## src/verilog/lodhp_pkg.sv

```systemverilog
package lodhp_pkg;

  // ----------------------------------------------------------------
  // Widths and counts
  // ----------------------------------------------------------------
  localparam int ADDR_W = 8;
  localparam int DATA_W = 32;
  localparam int NUM_CH = 2;
  localparam int SRC_W = 6;
  localparam int NUM_SRC = 64;
  localparam int DLY_W = 16;
  localparam int HOLD_W = 14;

  // ----------------------------------------------------------------
  // Source selection codes
  // ----------------------------------------------------------------
  localparam logic [SRC_W-1:0] SRC_NONE = 6'h00;
  localparam logic [SRC_W-1:0] SRC_NO_FAULT = 6'h01;
  localparam logic [SRC_W-1:0] SRC_OUTPUT_CONTACTOR_CTRL = 6'h02;
  localparam logic [SRC_W-1:0] SRC_DC_PRECHARGE_CTRL = 6'h03;
  localparam logic [SRC_W-1:0] SRC_LINE_CONTACTOR_CTRL = 6'h04;

  // ----------------------------------------------------------------
  // Ranges and reset values
  // ----------------------------------------------------------------
  localparam logic [DLY_W-1:0] DLY_MAX_MS = 16'hea60;
  localparam logic [HOLD_W-1:0] HOLD_MAX_MS = 14'h270f;
  localparam logic [DLY_W-1:0] DLY_RST = 16'h0000;
  localparam logic [HOLD_W-1:0] HOLD_RST = 14'h0000;
  localparam logic POL_RST = 1'b0;

  // ----------------------------------------------------------------
  // Timing
  // ----------------------------------------------------------------
  localparam int MS_TIME_NS = 1000000;
  localparam int CLK_PERIOD_NS = 40;
  localparam int MS_CYCLES_DEF = (MS_TIME_NS + CLK_PERIOD_NS - 1) / CLK_PERIOD_NS;

  // ----------------------------------------------------------------
  // Register map
  // ----------------------------------------------------------------
  localparam logic [ADDR_W-1:0] ADDR_STATUS = 8'h00;
  localparam logic [3:0] CH_PAGE_FIRST = 4'h1;
  localparam logic [3:0] CH_PAGE_LAST = 4'h2;
  localparam logic [3:0] OFF_SRC = 4'h0;
  localparam logic [3:0] OFF_DLY = 4'h4;
  localparam logic [3:0] OFF_POL = 4'h8;
  localparam logic [3:0] OFF_HOLD = 4'hc;
  localparam int ST_CARD_BIT = 0;
  localparam int ST_LEVEL_BIT = 1;
  localparam int ST_TIMED_BIT = 3;
  localparam logic [1:0] RESP_OKAY = 2'h0;
  localparam logic [1:0] RESP_SLVERR = 2'h2;

  // ----------------------------------------------------------------
  // Locked assignments
  // ----------------------------------------------------------------
  function automatic logic dly_fixed(input logic [SRC_W-1:0] s);
    return (s == SRC_NO_FAULT) || (s == SRC_OUTPUT_CONTACTOR_CTRL) ||
           (s == SRC_DC_PRECHARGE_CTRL) || (s == SRC_LINE_CONTACTOR_CTRL);
  endfunction : dly_fixed

  function automatic logic pol_locked(input logic [SRC_W-1:0] s);
    return (s == SRC_NO_FAULT) || (s == SRC_DC_PRECHARGE_CTRL) ||
           (s == SRC_LINE_CONTACTOR_CTRL);
  endfunction : pol_locked

  function automatic logic hold_fixed(input logic [SRC_W-1:0] s);
    return (s == SRC_NO_FAULT) || (s == SRC_DC_PRECHARGE_CTRL) ||
           (s == SRC_LINE_CONTACTOR_CTRL);
  endfunction : hold_fixed

endpackage : lodhp_pkg

```

## src/verilog/lodhp_tick.sv

```systemverilog
`timescale 1ns/10ps
module lodhp_tick
  import lodhp_pkg::*;
#(
  parameter int TICK_CYCLES = MS_CYCLES_DEF
) (
  // Clock and reset
  input wire logic aclk,
  input wire logic aresetn,
  // Millisecond enable
  output logic tick
);

  localparam int CW = $clog2(TICK_CYCLES);

  typedef struct packed {
    logic [CW-1:0] cnt;
    logic tick;
  } lodhp_tick_state_type;

  lodhp_tick_state_type q;
  lodhp_tick_state_type d;

  if (TICK_CYCLES < 2) begin : g_chk
    $error("Tick period must be at least two cycles.");
  end

  always_comb begin
    d = q;
    d.tick = 1'b0;
    if (q.cnt == CW'(TICK_CYCLES - 1)) begin
      d.cnt = '0;
      d.tick = 1'b1;
    end else begin
      d.cnt = q.cnt + CW'(1);
    end
  end

  always_ff @(posedge aclk) begin
    if (!aresetn) begin
      q <= '0;
    end else begin
      q <= d;
    end
  end

  assign tick = q.tick;

  tick_single_a: assert property (@(posedge aclk) disable iff (!aresetn)
    q.tick |=> !q.tick)
    else $error("Millisecond enable lasted more than one cycle.");

endmodule : lodhp_tick

```

## src/verilog/lodhp_chan.sv

```systemverilog
`timescale 1ns/10ps
module lodhp_chan
  import lodhp_pkg::*;
(
  // Clock and reset
  input wire logic aclk,
  input wire logic aresetn,
  // Time base and card
  input wire logic ms_tick,
  input wire logic enable,
  // Condition and settings
  input wire logic cond,
  input wire logic [DLY_W-1:0] on_delay,
  input wire logic [HOLD_W-1:0] hold_time,
  input wire logic active_low,
  // Result
  output logic level,
  output logic timed_state
);

  typedef struct packed {
    logic st;
    logic [DLY_W-1:0] cnt;
    logic lvl;
  } lodhp_chan_state_type;

  lodhp_chan_state_type q;
  lodhp_chan_state_type d;

  always_comb begin
    logic [DLY_W-1:0] target;
    target = cond ? on_delay : DLY_W'(hold_time);
    d = q;
    if (!enable) begin
      d.st = 1'b0;
      d.cnt = '0;
    end else if (cond == q.st) begin
      d.cnt = '0;
    end else if (target == '0) begin
      d.st = cond;
      d.cnt = '0;
    end else if (ms_tick) begin
      if (q.cnt >= target) begin
        d.st = cond;
        d.cnt = '0;
      end else begin
        d.cnt = q.cnt + DLY_W'(1);
      end
    end
    d.lvl = enable & (d.st ^ active_low);
  end

  always_ff @(posedge aclk) begin
    if (!aresetn) begin
      q <= '0;
    end else begin
      q <= d;
    end
  end

  assign level = q.lvl;
  assign timed_state = q.st;

  cancel_timer_a: assert property (@(posedge aclk) disable iff (!aresetn)
    (enable && cond == q.st) |=> (q.cnt == '0))
    else $error("Pending change was not cancelled.");

  zero_delay_a: assert property (@(posedge aclk) disable iff (!aresetn)
    (enable && cond && !q.st && on_delay == '0) |=> q.st)
    else $error("Zero turn-on delay did not act at once.");

  no_early_on_a: assert property (@(posedge aclk) disable iff (!aresetn)
    (enable && !q.st && !ms_tick && on_delay != '0) |=> !q.st)
    else $error("Output turned on before the delay elapsed.");

  zero_hold_a: assert property (@(posedge aclk) disable iff (!aresetn)
    (enable && !cond && q.st && hold_time == '0) |=> !q.st)
    else $error("Zero holding time did not act at once.");

  no_early_off_a: assert property (@(posedge aclk) disable iff (!aresetn)
    (enable && q.st && !ms_tick && hold_time != '0) |=> q.st)
    else $error("Output turned off before the holding time elapsed.");

  polarity_map_a: assert property (@(posedge aclk) disable iff (!aresetn)
    enable |=> (q.lvl == (q.st ^ $past(active_low))))
    else $error("Output level does not follow the polarity setting.");

endmodule : lodhp_chan

```

## src/verilog/lodhp_top.sv

```systemverilog
`timescale 1ns/10ps
module lodhp_top
  import lodhp_pkg::*;
#(
  parameter int MS_CYCLES = MS_CYCLES_DEF
) (
  // Clock and reset
  input wire logic aclk,
  input wire logic aresetn,
  // AXI4-Lite write address
  input wire logic s_axi_awvalid,
  output logic s_axi_awready,
  input wire logic [ADDR_W-1:0] s_axi_awaddr,
  input wire logic [2:0] s_axi_awprot,
  // AXI4-Lite write data
  input wire logic s_axi_wvalid,
  output logic s_axi_wready,
  input wire logic [DATA_W-1:0] s_axi_wdata,
  input wire logic [3:0] s_axi_wstrb,
  // AXI4-Lite write response
  output logic s_axi_bvalid,
  input wire logic s_axi_bready,
  output logic [1:0] s_axi_bresp,
  // AXI4-Lite read address
  input wire logic s_axi_arvalid,
  output logic s_axi_arready,
  input wire logic [ADDR_W-1:0] s_axi_araddr,
  input wire logic [2:0] s_axi_arprot,
  // AXI4-Lite read data
  output logic s_axi_rvalid,
  input wire logic s_axi_rready,
  output logic [DATA_W-1:0] s_axi_rdata,
  output logic [1:0] s_axi_rresp,
  // Option card and conditions
  input wire logic card_present,
  input wire logic [NUM_SRC-1:0] cond_in,
  // Logic outputs
  output logic logic_output_third,
  output logic logic_output_fourth
);

  // ----------------------------------------------------------------
  // State
  // ----------------------------------------------------------------
  typedef struct packed {
    logic sync1;
    logic sync2;
    logic bvalid;
    logic [1:0] bresp;
    logic rvalid;
    logic [1:0] rresp;
    logic [DATA_W-1:0] rdata;
    logic [NUM_CH-1:0][SRC_W-1:0] src;
    logic [NUM_CH-1:0][DLY_W-1:0] dly;
    logic [NUM_CH-1:0] pol;
    logic [NUM_CH-1:0][HOLD_W-1:0] hold;
  } lodhp_state_type;

  lodhp_state_type q;
  lodhp_state_type d;

  logic ms_tick;
  logic [NUM_CH-1:0] lvl;
  logic [NUM_CH-1:0] timed;
  logic wr_take;
  logic rd_take;

  if (MS_CYCLES < 2) begin : g_chk
    $error("Millisecond period must be at least two cycles.");
  end

  // ----------------------------------------------------------------
  // Register access helpers
  // ----------------------------------------------------------------
  function automatic logic addr_ok(input lodhp_state_type s, input logic [ADDR_W-1:0] a);
    logic page_ok;
    page_ok = (a[7:4] == CH_PAGE_FIRST) || (a[7:4] == CH_PAGE_LAST);
    return (a == ADDR_STATUS) || (s.sync2 && page_ok && a[1:0] == 2'h0);
  endfunction : addr_ok

  function automatic logic [DATA_W-1:0] rd_word(input lodhp_state_type s,
                                                 input logic [ADDR_W-1:0] a,
                                                 input logic [NUM_CH-1:0] lv,
                                                 input logic [NUM_CH-1:0] tm);
    logic [DATA_W-1:0] r;
    logic c;
    r = '0;
    c = a[5];
    if (a == ADDR_STATUS) begin
      r[ST_CARD_BIT] = s.sync2;
      r[ST_LEVEL_BIT +: NUM_CH] = lv;
      r[ST_TIMED_BIT +: NUM_CH] = tm;
    end else if (addr_ok(s, a)) begin
      unique case (a[3:0])
        OFF_SRC: r[SRC_W-1:0] = s.src[c];
        OFF_DLY: r[DLY_W-1:0] = s.dly[c];
        OFF_POL: r[0] = s.pol[c];
        OFF_HOLD: r[HOLD_W-1:0] = s.hold[c];
        default: r = '0;
      endcase
    end
    return r;
  endfunction : rd_word

  function automatic logic [DATA_W-1:0] strb_mask(input logic [3:0] st);
    logic [DATA_W-1:0] m;
    m = '0;
    for (int i = 0; i < 4; i++) begin
      m[8*i +: 8] = {8{st[i]}};
    end
    return m;
  endfunction : strb_mask

  // ----------------------------------------------------------------
  // Bus handshakes
  // ----------------------------------------------------------------
  assign s_axi_awready = !q.bvalid && s_axi_awvalid && s_axi_wvalid;
  assign s_axi_wready = s_axi_awready;
  assign s_axi_arready = !q.rvalid;
  assign wr_take = s_axi_awready;
  assign rd_take = s_axi_arvalid && s_axi_arready;

  // ----------------------------------------------------------------
  // Next state
  // ----------------------------------------------------------------
  always_comb begin
    logic [DATA_W-1:0] wv;
    logic [DATA_W-1:0] m;
    logic ok;
    logic c;
    wv = '0;
    m = '0;
    ok = 1'b0;
    c = 1'b0;
    d = q;
    d.sync1 = card_present;
    d.sync2 = q.sync1;
    if (q.bvalid && s_axi_bready) begin
      d.bvalid = 1'b0;
    end
    if (q.rvalid && s_axi_rready) begin
      d.rvalid = 1'b0;
    end
    if (wr_take) begin
      c = s_axi_awaddr[5];
      m = strb_mask(s_axi_wstrb);
      wv = (rd_word(q, s_axi_awaddr, lvl, timed) & ~m) | (s_axi_wdata & m);
      if (addr_ok(q, s_axi_awaddr) && s_axi_awaddr != ADDR_STATUS) begin
        unique case (s_axi_awaddr[3:0])
          OFF_SRC: begin
            if (wv[DATA_W-1:SRC_W] == '0) begin
              ok = 1'b1;
              d.src[c] = wv[SRC_W-1:0];
              if (dly_fixed(wv[SRC_W-1:0])) begin
                d.dly[c] = DLY_RST;
              end
              if (pol_locked(wv[SRC_W-1:0])) begin
                d.pol[c] = POL_RST;
              end
              if (hold_fixed(wv[SRC_W-1:0])) begin
                d.hold[c] = HOLD_RST;
              end
            end
          end
          OFF_DLY: begin
            if (!dly_fixed(q.src[c]) && wv <= DATA_W'(DLY_MAX_MS)) begin
              ok = 1'b1;
              d.dly[c] = wv[DLY_W-1:0];
            end
          end
          OFF_POL: begin
            if (wv[DATA_W-1:1] == '0 && !(pol_locked(q.src[c]) && wv[0])) begin
              ok = 1'b1;
              d.pol[c] = wv[0];
            end
          end
          OFF_HOLD: begin
            if (!hold_fixed(q.src[c]) && wv <= DATA_W'(HOLD_MAX_MS)) begin
              ok = 1'b1;
              d.hold[c] = wv[HOLD_W-1:0];
            end
          end
          default: ok = 1'b0;
        endcase
      end
      d.bvalid = 1'b1;
      d.bresp = ok ? RESP_OKAY : RESP_SLVERR;
    end
    if (rd_take) begin
      d.rvalid = 1'b1;
      d.rdata = rd_word(q, s_axi_araddr, lvl, timed);
      d.rresp = addr_ok(q, s_axi_araddr) ? RESP_OKAY : RESP_SLVERR;
    end
  end

  always_ff @(posedge aclk) begin
    if (!aresetn) begin
      q <= '0;
    end else begin
      q <= d;
    end
  end

  // ----------------------------------------------------------------
  // Time base and output channels
  // ----------------------------------------------------------------
  lodhp_tick #(
    .TICK_CYCLES(MS_CYCLES)
  ) u_tick (
    .aclk(aclk),
    .aresetn(aresetn),
    .tick(ms_tick)
  );

  for (genvar g = 0; g < NUM_CH; g++) begin : g_ch
    logic sel_cond;
    assign sel_cond = (q.src[g] != SRC_NONE) && cond_in[q.src[g]];

    lodhp_chan u_chan (
      .aclk(aclk),
      .aresetn(aresetn),
      .ms_tick(ms_tick),
      .enable(q.sync2),
      .cond(sel_cond),
      .on_delay(dly_fixed(q.src[g]) ? DLY_RST : q.dly[g]),
      .hold_time(hold_fixed(q.src[g]) ? HOLD_RST : q.hold[g]),
      .active_low(pol_locked(q.src[g]) ? POL_RST : q.pol[g]),
      .level(lvl[g]),
      .timed_state(timed[g])
    );

    dly_lock_a: assert property (@(posedge aclk) disable iff (!aresetn)
      dly_fixed(q.src[g]) |-> (q.dly[g] == DLY_RST))
      else $error("Turn-on delay not zero for a locked assignment.");

    pol_lock_a: assert property (@(posedge aclk) disable iff (!aresetn)
      pol_locked(q.src[g]) |-> (q.pol[g] == POL_RST))
      else $error("Polarity not positive for a locked assignment.");

    hold_lock_a: assert property (@(posedge aclk) disable iff (!aresetn)
      hold_fixed(q.src[g]) |-> (q.hold[g] == HOLD_RST))
      else $error("Holding time not zero for a locked assignment.");

    dly_range_a: assert property (@(posedge aclk) disable iff (!aresetn)
      q.dly[g] <= DLY_MAX_MS)
      else $error("Turn-on delay beyond its range.");

    hold_range_a: assert property (@(posedge aclk) disable iff (!aresetn)
      q.hold[g] <= HOLD_MAX_MS)
      else $error("Holding time beyond its range.");

    none_quiet_a: assert property (@(posedge aclk) disable iff (!aresetn)
      (q.src[g] == SRC_NONE && !timed[g]) |=> !timed[g])
      else $error("Output with no source became active.");
  end

  assign logic_output_third = lvl[0];
  assign logic_output_fourth = lvl[1];

  // ----------------------------------------------------------------
  // Bus outputs
  // ----------------------------------------------------------------
  assign s_axi_bvalid = q.bvalid;
  assign s_axi_bresp = q.bresp;
  assign s_axi_rvalid = q.rvalid;
  assign s_axi_rdata = q.rdata;
  assign s_axi_rresp = q.rresp;

  card_gate_a: assert property (@(posedge aclk) disable iff (!aresetn)
    !q.sync2 |=> (!logic_output_third && !logic_output_fourth))
    else $error("Output active without the option card.");

  default_src_a: assert property (@(posedge aclk) disable iff (!aresetn)
    $rose(aresetn) |-> (q.src == '0 && q.dly == '0 && q.hold == '0 && q.pol == '0))
    else $error("Settings not at defaults after reset.");

  write_resp_a: assert property (@(posedge aclk) disable iff (!aresetn)
    wr_take |=> (s_axi_bvalid && !s_axi_awready))
    else $error("Write response did not follow the write.");

  read_resp_a: assert property (@(posedge aclk) disable iff (!aresetn)
    rd_take |=> (s_axi_rvalid && !s_axi_arready))
    else $error("Read data did not follow the read address.");

  bresp_stable_a: assert property (@(posedge aclk) disable iff (!aresetn)
    (s_axi_bvalid && !s_axi_bready) |=> (s_axi_bvalid && $stable(s_axi_bresp)))
    else $error("Write response changed before it was taken.");

  rdata_stable_a: assert property (@(posedge aclk) disable iff (!aresetn)
    (s_axi_rvalid && !s_axi_rready) |=> (s_axi_rvalid && $stable(s_axi_rdata)))
    else $error("Read data changed before it was taken.");

  absent_refuse_a: assert property (@(posedge aclk) disable iff (!aresetn)
    (wr_take && !q.sync2 && s_axi_awaddr != ADDR_STATUS) |=> (s_axi_bresp == RESP_SLVERR))
    else $error("Channel write accepted without the option card.");

endmodule : lodhp_top

```

## config.mk

```make
export PLATFORM = sky130hd
export DESIGN_NAME = lodhp_top
export DESIGN_NICKNAME = d
export VERILOG_FILES = /design/src/verilog/lodhp_pkg.sv /design/src/verilog/lodhp_tick.sv /design/src/verilog/lodhp_chan.sv /design/src/verilog/lodhp_top.sv
export SDC_FILE = /design/constraint.sdc
export NUM_CORES = 1
export LEC_CHECK = 0
export ABC_AREA = 1
export BUFFER_PORTS_ARGS = -buffer_cell sky130_fd_sc_hd__buf_2
export CORE_MARGIN = 5
export CORE_UTILIZATION = 25
export DETAILED_ROUTE_END_ITERATION = 12
export HOLD_SLACK_MARGIN = 0.12
export PLACE_DENSITY_LB_ADDON = 0.1
export REMOVE_ABC_BUFFERS = 1
export SLEW_MARGIN = 20
export SYNTH_ARGS = -nofsm -noshare
export SYNTH_HDL_FRONTEND = slang
export SYNTH_SLANG_ARGS = --single-unit
```

## constraint.sdc

```tcl
create_clock -name aclk -period 3.9 [get_ports aclk]
set_clock_uncertainty 0.1 [all_clocks]
set_input_delay 0.39 -clock aclk [delete_from_list [all_inputs] [get_ports aclk]]
set_output_delay 0.39 -clock aclk [all_outputs]
set_load 0.05 [all_outputs]
```

# Yosys cells after proc, flatten, opt, wreduce, memory -nomap -nowiden
# Cells that the tools add are included.
# Widths: inputs -> output; s select.
[totals]
word_cells = 250
ff_bits = 166
input_bits = 130
[classes]
eq_ne = 35
n_bitwise = 16
magnitude_cmp = 9
reduce_logical = 71
n_mux = 94
addsub = 3
[ops]
columns = ["op", "n"]
rows = [
  ["$mux 16", 15],
  ["$mux 17", 6],
  ["$mux 14", 7],
  ["$and 32x32->32", 3],
  ["$mux 27", 3],
  ["$mux 32", 2],
  ["$not 32->32", 2],
  ["$pmux 32 s2", 1],
  ["$mux 62", 1],
  ["$mux 28", 2],
  ["$pmux 28 s2", 1],
  ["$eq 6x2->1 const B", 8],
  ["$mux 35", 1],
  ["$add 16x1->16 const B", 2],
  ["$bwmux 32", 1],
  ["$ge 16x16->1", 2],
  ["$le 32x14->1 const B", 1],
  ["$le 32x16->1 const B", 1],
  ["$logic_not 16->1", 2],
  ["$or 32x32->32", 1],
  ["$pmux 8 s2", 2],
  ["$logic_not 31->1", 1],
  ["$mux 6", 5],
  ["$pmux 5 s3", 2],
  ["other kinds (48)", 156],
]

# Longest topological paths before layout
[logic_depth]
ltp_word = 19
depth_mapped = 35
ltp_nobuf = 33

# Modules after synthesis
# Synthesis repeated with hierarchy kept, for this count alone.
[unflattened]
hier_cells = 1980
area_unflattened_um2 = 12126.6
[by_module_without_submodules]
columns = ["module", "instances", "seq_area_each_um2", "area_per_inst_um2", "cells_per_inst"]
rows = [
  ["lodhp_top", 1, 1921.8, 8395.6, 1450],
  ["lodhp_chan", 2, 360.3, 1445.1, 205],
  ["lodhp_tick", 1, 320.3, 840.8, 120],
]

# Least setup slack after synthesis
# Ideal clock, no wire load.
[synth_timing]
path_type = "register to register"
startpoint = "register q[62] (netlist bit)"
endpoint = "register g_ch[0].u_chan.q, in the netlist g_ch[0].u_chan.level"
stages_incl_launch_ff = 28
required_time_ps = 3687
setup_slack_ps = 738
n_path_buf = 3
arrival_time_ps = 2949
synth_period_minus_slack_ps = 3162
path_cell_list = "dfxtp_1 -> buf_4 -> buf_4 -> o21ai_0 -> nand2_1 -> a21oi_1 -> nor2_1 -> nand2_1 -> nand3_2 -> nand2_4 -> buf_2 -> nand3_1 -> nand2_1 -> inv_1 -> ha_1 -> a21oi_1 -> o21a_1 -> o221ai_1 -> nand2_1 -> nand3_1 -> o21ai_0 -> nand2_1 -> o21ai_0 -> nand2_1 -> nand2_1 -> nand2_1 -> nand2_1 -> nor2_1"
[synth_via]
elab_chain_cells = 14
[synth_lines]
columns = ["item", "line_no", "source"]
rows = [
  ["start: declaration", "lodhp_top.sv:59", "lodhp_state_type q;"],
  ["start signal: assignment", "lodhp_top.sv:198", "q <= '0;"],
  ["start signal: assignment", "lodhp_top.sv:200", "q <= d;"],
  ["parallel branches: the longest is 12 deep, another holds $ge 16x16->1", "-", ""],
  ["$xor 1x1->1 *", "lodhp_chan.sv:50", "d.lvl = enable & (d.st ^ active_low);"],
  ["$and 1x1->1 *", "lodhp_chan.sv:50", ""],
  ["end signal: assignment", "lodhp_chan.sv:55", "q <= '0;"],
  ["end signal: assignment", "lodhp_chan.sv:57", "q <= d;"],
  ["end: declaration", "lodhp_chan.sv:27", "lodhp_chan_state_type q;"],
]
# Every way passes the cells marked *. The select of a mux whose other input is x is not followed.
# A chain may end at the register's enable or synchronous reset.

# Worst setup path after layout
# Same ends and word-level chain as after synthesis.

==> key figures <==
Outcome
  – Status: complete, no violations

Clock network
  – Clock Pin Slew Worst Setup and Hold Paths: 0.06 ns
  – CTS H-tree depth: 4
  – Total clock sinks: roughly 150
  – Clock Path Buffers: 2
  – Root Buffer: clkbuf_16
  – Total CTS buffers: 17
  – Clk_lat worst skew: ~0.47 ns
  – CTS tree: built

Routing
  – DR vias: roughly 14000
  – Drt pass-1 iters: 5
  – Initial drt markers: ~1000
  – # DRC: 0
  – DR WL/cell: 17.7 µm
  – Detail Route Antenna Nets: 0
  – Vias per Instance: approximately 4.8
  – Post-Route WL: between 50000 and 60000 µm

Logic synthesis
  – Primary FF master, synth: dfxtp_1
  – Async S/R FF share, synth: 0
  – Count leader, synth: nand2_1
  – Cell variety after synth: 46
  – Largest area contributor in the netlist: dfxtp_1
  – Register area share after synthesis: 0.236
  – Area contributors post-synth: dfxtp_1 (24%), nand2_1 (19%), inv_1 (8.6%)
  – Post-synth EDFFs: 0
  – Post-Syn Area per Cell: between 5 and 6 µm²
  – Post-synth top area share: 0.236
  – Mapped Cells: roughly 2200
  – Most common library cells after synthesis: nand2_1 (630), inv_1 (289), nor2_1 (240)
  – Synth Register Bits: between 100 and 150
  – YS warnings: 0
  – Post-Syn Area: about 13000 µm²

Hold path
  – Hold Crit Class: input pin to flop
  – Worst Hold Path Cells: 3

Critical path
  – Worst Path Arrival: just under 4 ns
  – Worst Setup SP: q[62]
  – Cell mode on critical path: nand2_1
  – Reg2reg path depth: 28
  – CP endpoint kind: flop
  – Register-to-register setup slack: ~0.26 ns
  – Startpoint types: flop
  – Reg-to-reg startpoint: q[62]
  – Critical path endpoint: g_ch[0].u_chan.level
  – Worst-path maximum fanout: 13
  – Crit path kind: flop to flop
  – Slowest cell on crit path: dfxtp_4
  – RR Endpoint: g_ch[0].u_chan.level
  – CP max stage delay: roughly 0.52 ns
  – WP data required: 4.16 ns

Timing
  – Fin. max-slew vios: 0
  – Final min period: 3.64 ns
  – RSZ-0062 raised after global routing: true
  – Final setup violation count: 0
  – Crit share post-route: 0.933
  – Worst slew pin tran: approximately 0.98 ns
  – Fmax: about 0.27 GHz
  – Worst setup slack after layout: about 0.26 ns
  – Worst slew margin: 0.345
  – Final Hold Vio Count: 0

Placed design
  – Final HPWL DP: ~40000 µm
  – RePlAce Congestion: 0.853
  – Pre-CTS setup slack: 0.0592 ns
  – Port Buffers: about 150

Floorplan
  – Rows: between 80 and 90
  – Die area: approximately 55000 µm²
  – Die Y: 234 µm
  – I/O Pins: 173
  – Core footprint: approximately 50000 µm²
  – Initial Utilization: 0.252
  – Die width: 234 µm

Power and ir drop
  – P_leak: roughly 6.7 nW
  – Pwr/cell area: roughly 250 nW/µm²
  – Combinational Power Share: 0.121
  – Sequential Power Share: 0.398
  – Cell Int Power: ~0.0027 W
  – Worst VDD drop: approximately 0.00033 V
  – Switching share of power: 0.281
  – Total power: between 0.003 and 0.004 W
  – Sw power: around 0.0011 W
  – Clk pwr share: 0.481

Cells and area
  – NumNets Final: ~2400
  – Synth-to-layout area growth: 20.1%
  – Share of post-route cells with drive strength above 1: 0.153

GRT
  – Largest net degree at the start of global routing: 75
  – GR Util All Layers: 0.186
  – First-pass GRT wire length: 79100 µm
  – Vias in the first global route: between 10000 and 15000
  – Gr ovfl total: 0
  – Initial antenna violation count: 0

Flow run
  – Number of max-cap violations: 0
-- repair_timing --
| action | 4_1_cts | 5_1_grt |
|---|---|---|
| gates resized for setup | 0 | 59 |
| setup buffers | 0 | 6 |
| hold buffers | 2 | 0 |
| endpoints found under the hold margin | 2 | 0 |
| setup endpoints to repair | 0 | 36 |
-- cells by family (layout without fill, tap and decap cells) --
group / after synthesis / after routing / share of synthesized area
AOI/OAI and AO/OA: 283 / 283 / 0.132
xor gates and xnor gates: 24 / 24 / 0.0167
adders and majority gates: 35 / 35 / 0.0348
buffers and inverters: 444 / 573 / 0.159
DFF: 148 / 148 / 0.236
other: 1 / 19 / 0.000298
and+or+nand+nor: 1215 / 1215 / 0.421
-- critical path, delay by kind of cell (launching register included) --
family	cells	cell delay [ns]
simple gates	19	1.56
fa+ha+maj	1	0.27
compound gates	5	0.63
flops	1	0.52
buf+inv	3	0.44
-- worst min path at each step --
stage / from / to
global route: s_axi_rready / s_axi_rvalid
detailed placement: d[112] / q[112]
CTS: s_axi_rready / s_axi_rvalid
global placement: d[112] / q[112]
finish: s_axi_rready / s_axi_rvalid
floorplan: d[112] / q[112]
-- stage by stage --
stage | TNS (ns) | utilization | cells | hold WS (ns) | instance area (µm²)
after floorplan | -0.0106 | - | 2025 | 0.290 | 11800
after global placement | 0 | 0.281 | 2922 | 0.300 | 14000
after detailed placement | 0 | 0.281 | 2922 | 0.307 | 14000
after CTS | 0 | 0.294 | 2956 | 0.122 | 14700
after global routing | -0.0458 | 0.302 | 2968 | 0.142 | 15100
final | 0 | 0.302 | 2969 | 0.149 | 15100
-- area by class of cell --
class / instances / area (µm²)
diodes: 1 / 2.50
clock buffers: 20 / 447
clock inverters: 12 / 180
fillers: 5696 / 34900
inverters: 302 / 1150
multi-input cells: 1575 / 7880
flip-flops and latches: 148 / 2970
well taps: 672 / 841
repair buffers: 237 / 1600
repair inverters: 2 / 17.5
-- state kept, by name, summed over array words and instances, names as in the netlist --
register	count
d	1
s_axi_bvalid	1
s_axi_rresp	1
u_tick.tick	1
s_axi_bresp	1
q	75
g_ch.u_chan.q	32
u_tick.q	15
s_axi_rvalid	1
g_ch.u_chan.level	2
g_ch.u_chan.timed_state	2
s_axi_rdata	16
-- power by group through the flow --
| stage | sequential (W) | combinational, W | clock (W) |
|---|---|---|---|
| after floorplan | 0.00157 | 0.000224 | 0 |
| after global placement | 0.00156 | 0.000449 | 0 |
| after detailed placement | 0.00156 | 0.000451 | 0 |
| after global routing | 0.00152 | 0.000511 | 0.00194 |
| after CTS | 0.00152 | 0.000455 | 0.00190 |
| final | 0.00152 | 0.000463 | 0.00184 |
-- routing by layer --
layer | up-vias | track usage | wire [µm]
met2 | 367 | 0.313 | 24500
met4 | 0 | 0.0690 | 1770
met3 | 81 | 0.0241 | 2360
met5 | - | 0 | 0
met1 | 6529 | 0.242 | 24000
li1 | 7155 | - | -
-- layout by cell type, fill, tap and decap left out, types with 5 or more instances in the layout --
master,count
xnor2_1,10
o221ai_1,22
inv_2,6
o21ai_1,8
clkinv_1,5
nor2_4,8
inv_1,287
nand3_2,10
buf_4,72
o211ai_1,7
nor3_1,63
clkbuf_16,21
xor2_1,14
o2111ai_1,6
nor4_1,18
nand2_1,617
buf_2,148
buf_12,8
dfxtp_1,145
ha_4,5
nand2_4,5
nand3_1,142
a21oi_1,106
o21ai_0,76
conb_1,18
nor2_1,239
nand2_2,17
nand4_1,70
ha_1,30
a22oi_1,30
o22ai_1,9
Power figures use the tool's default switching activity.
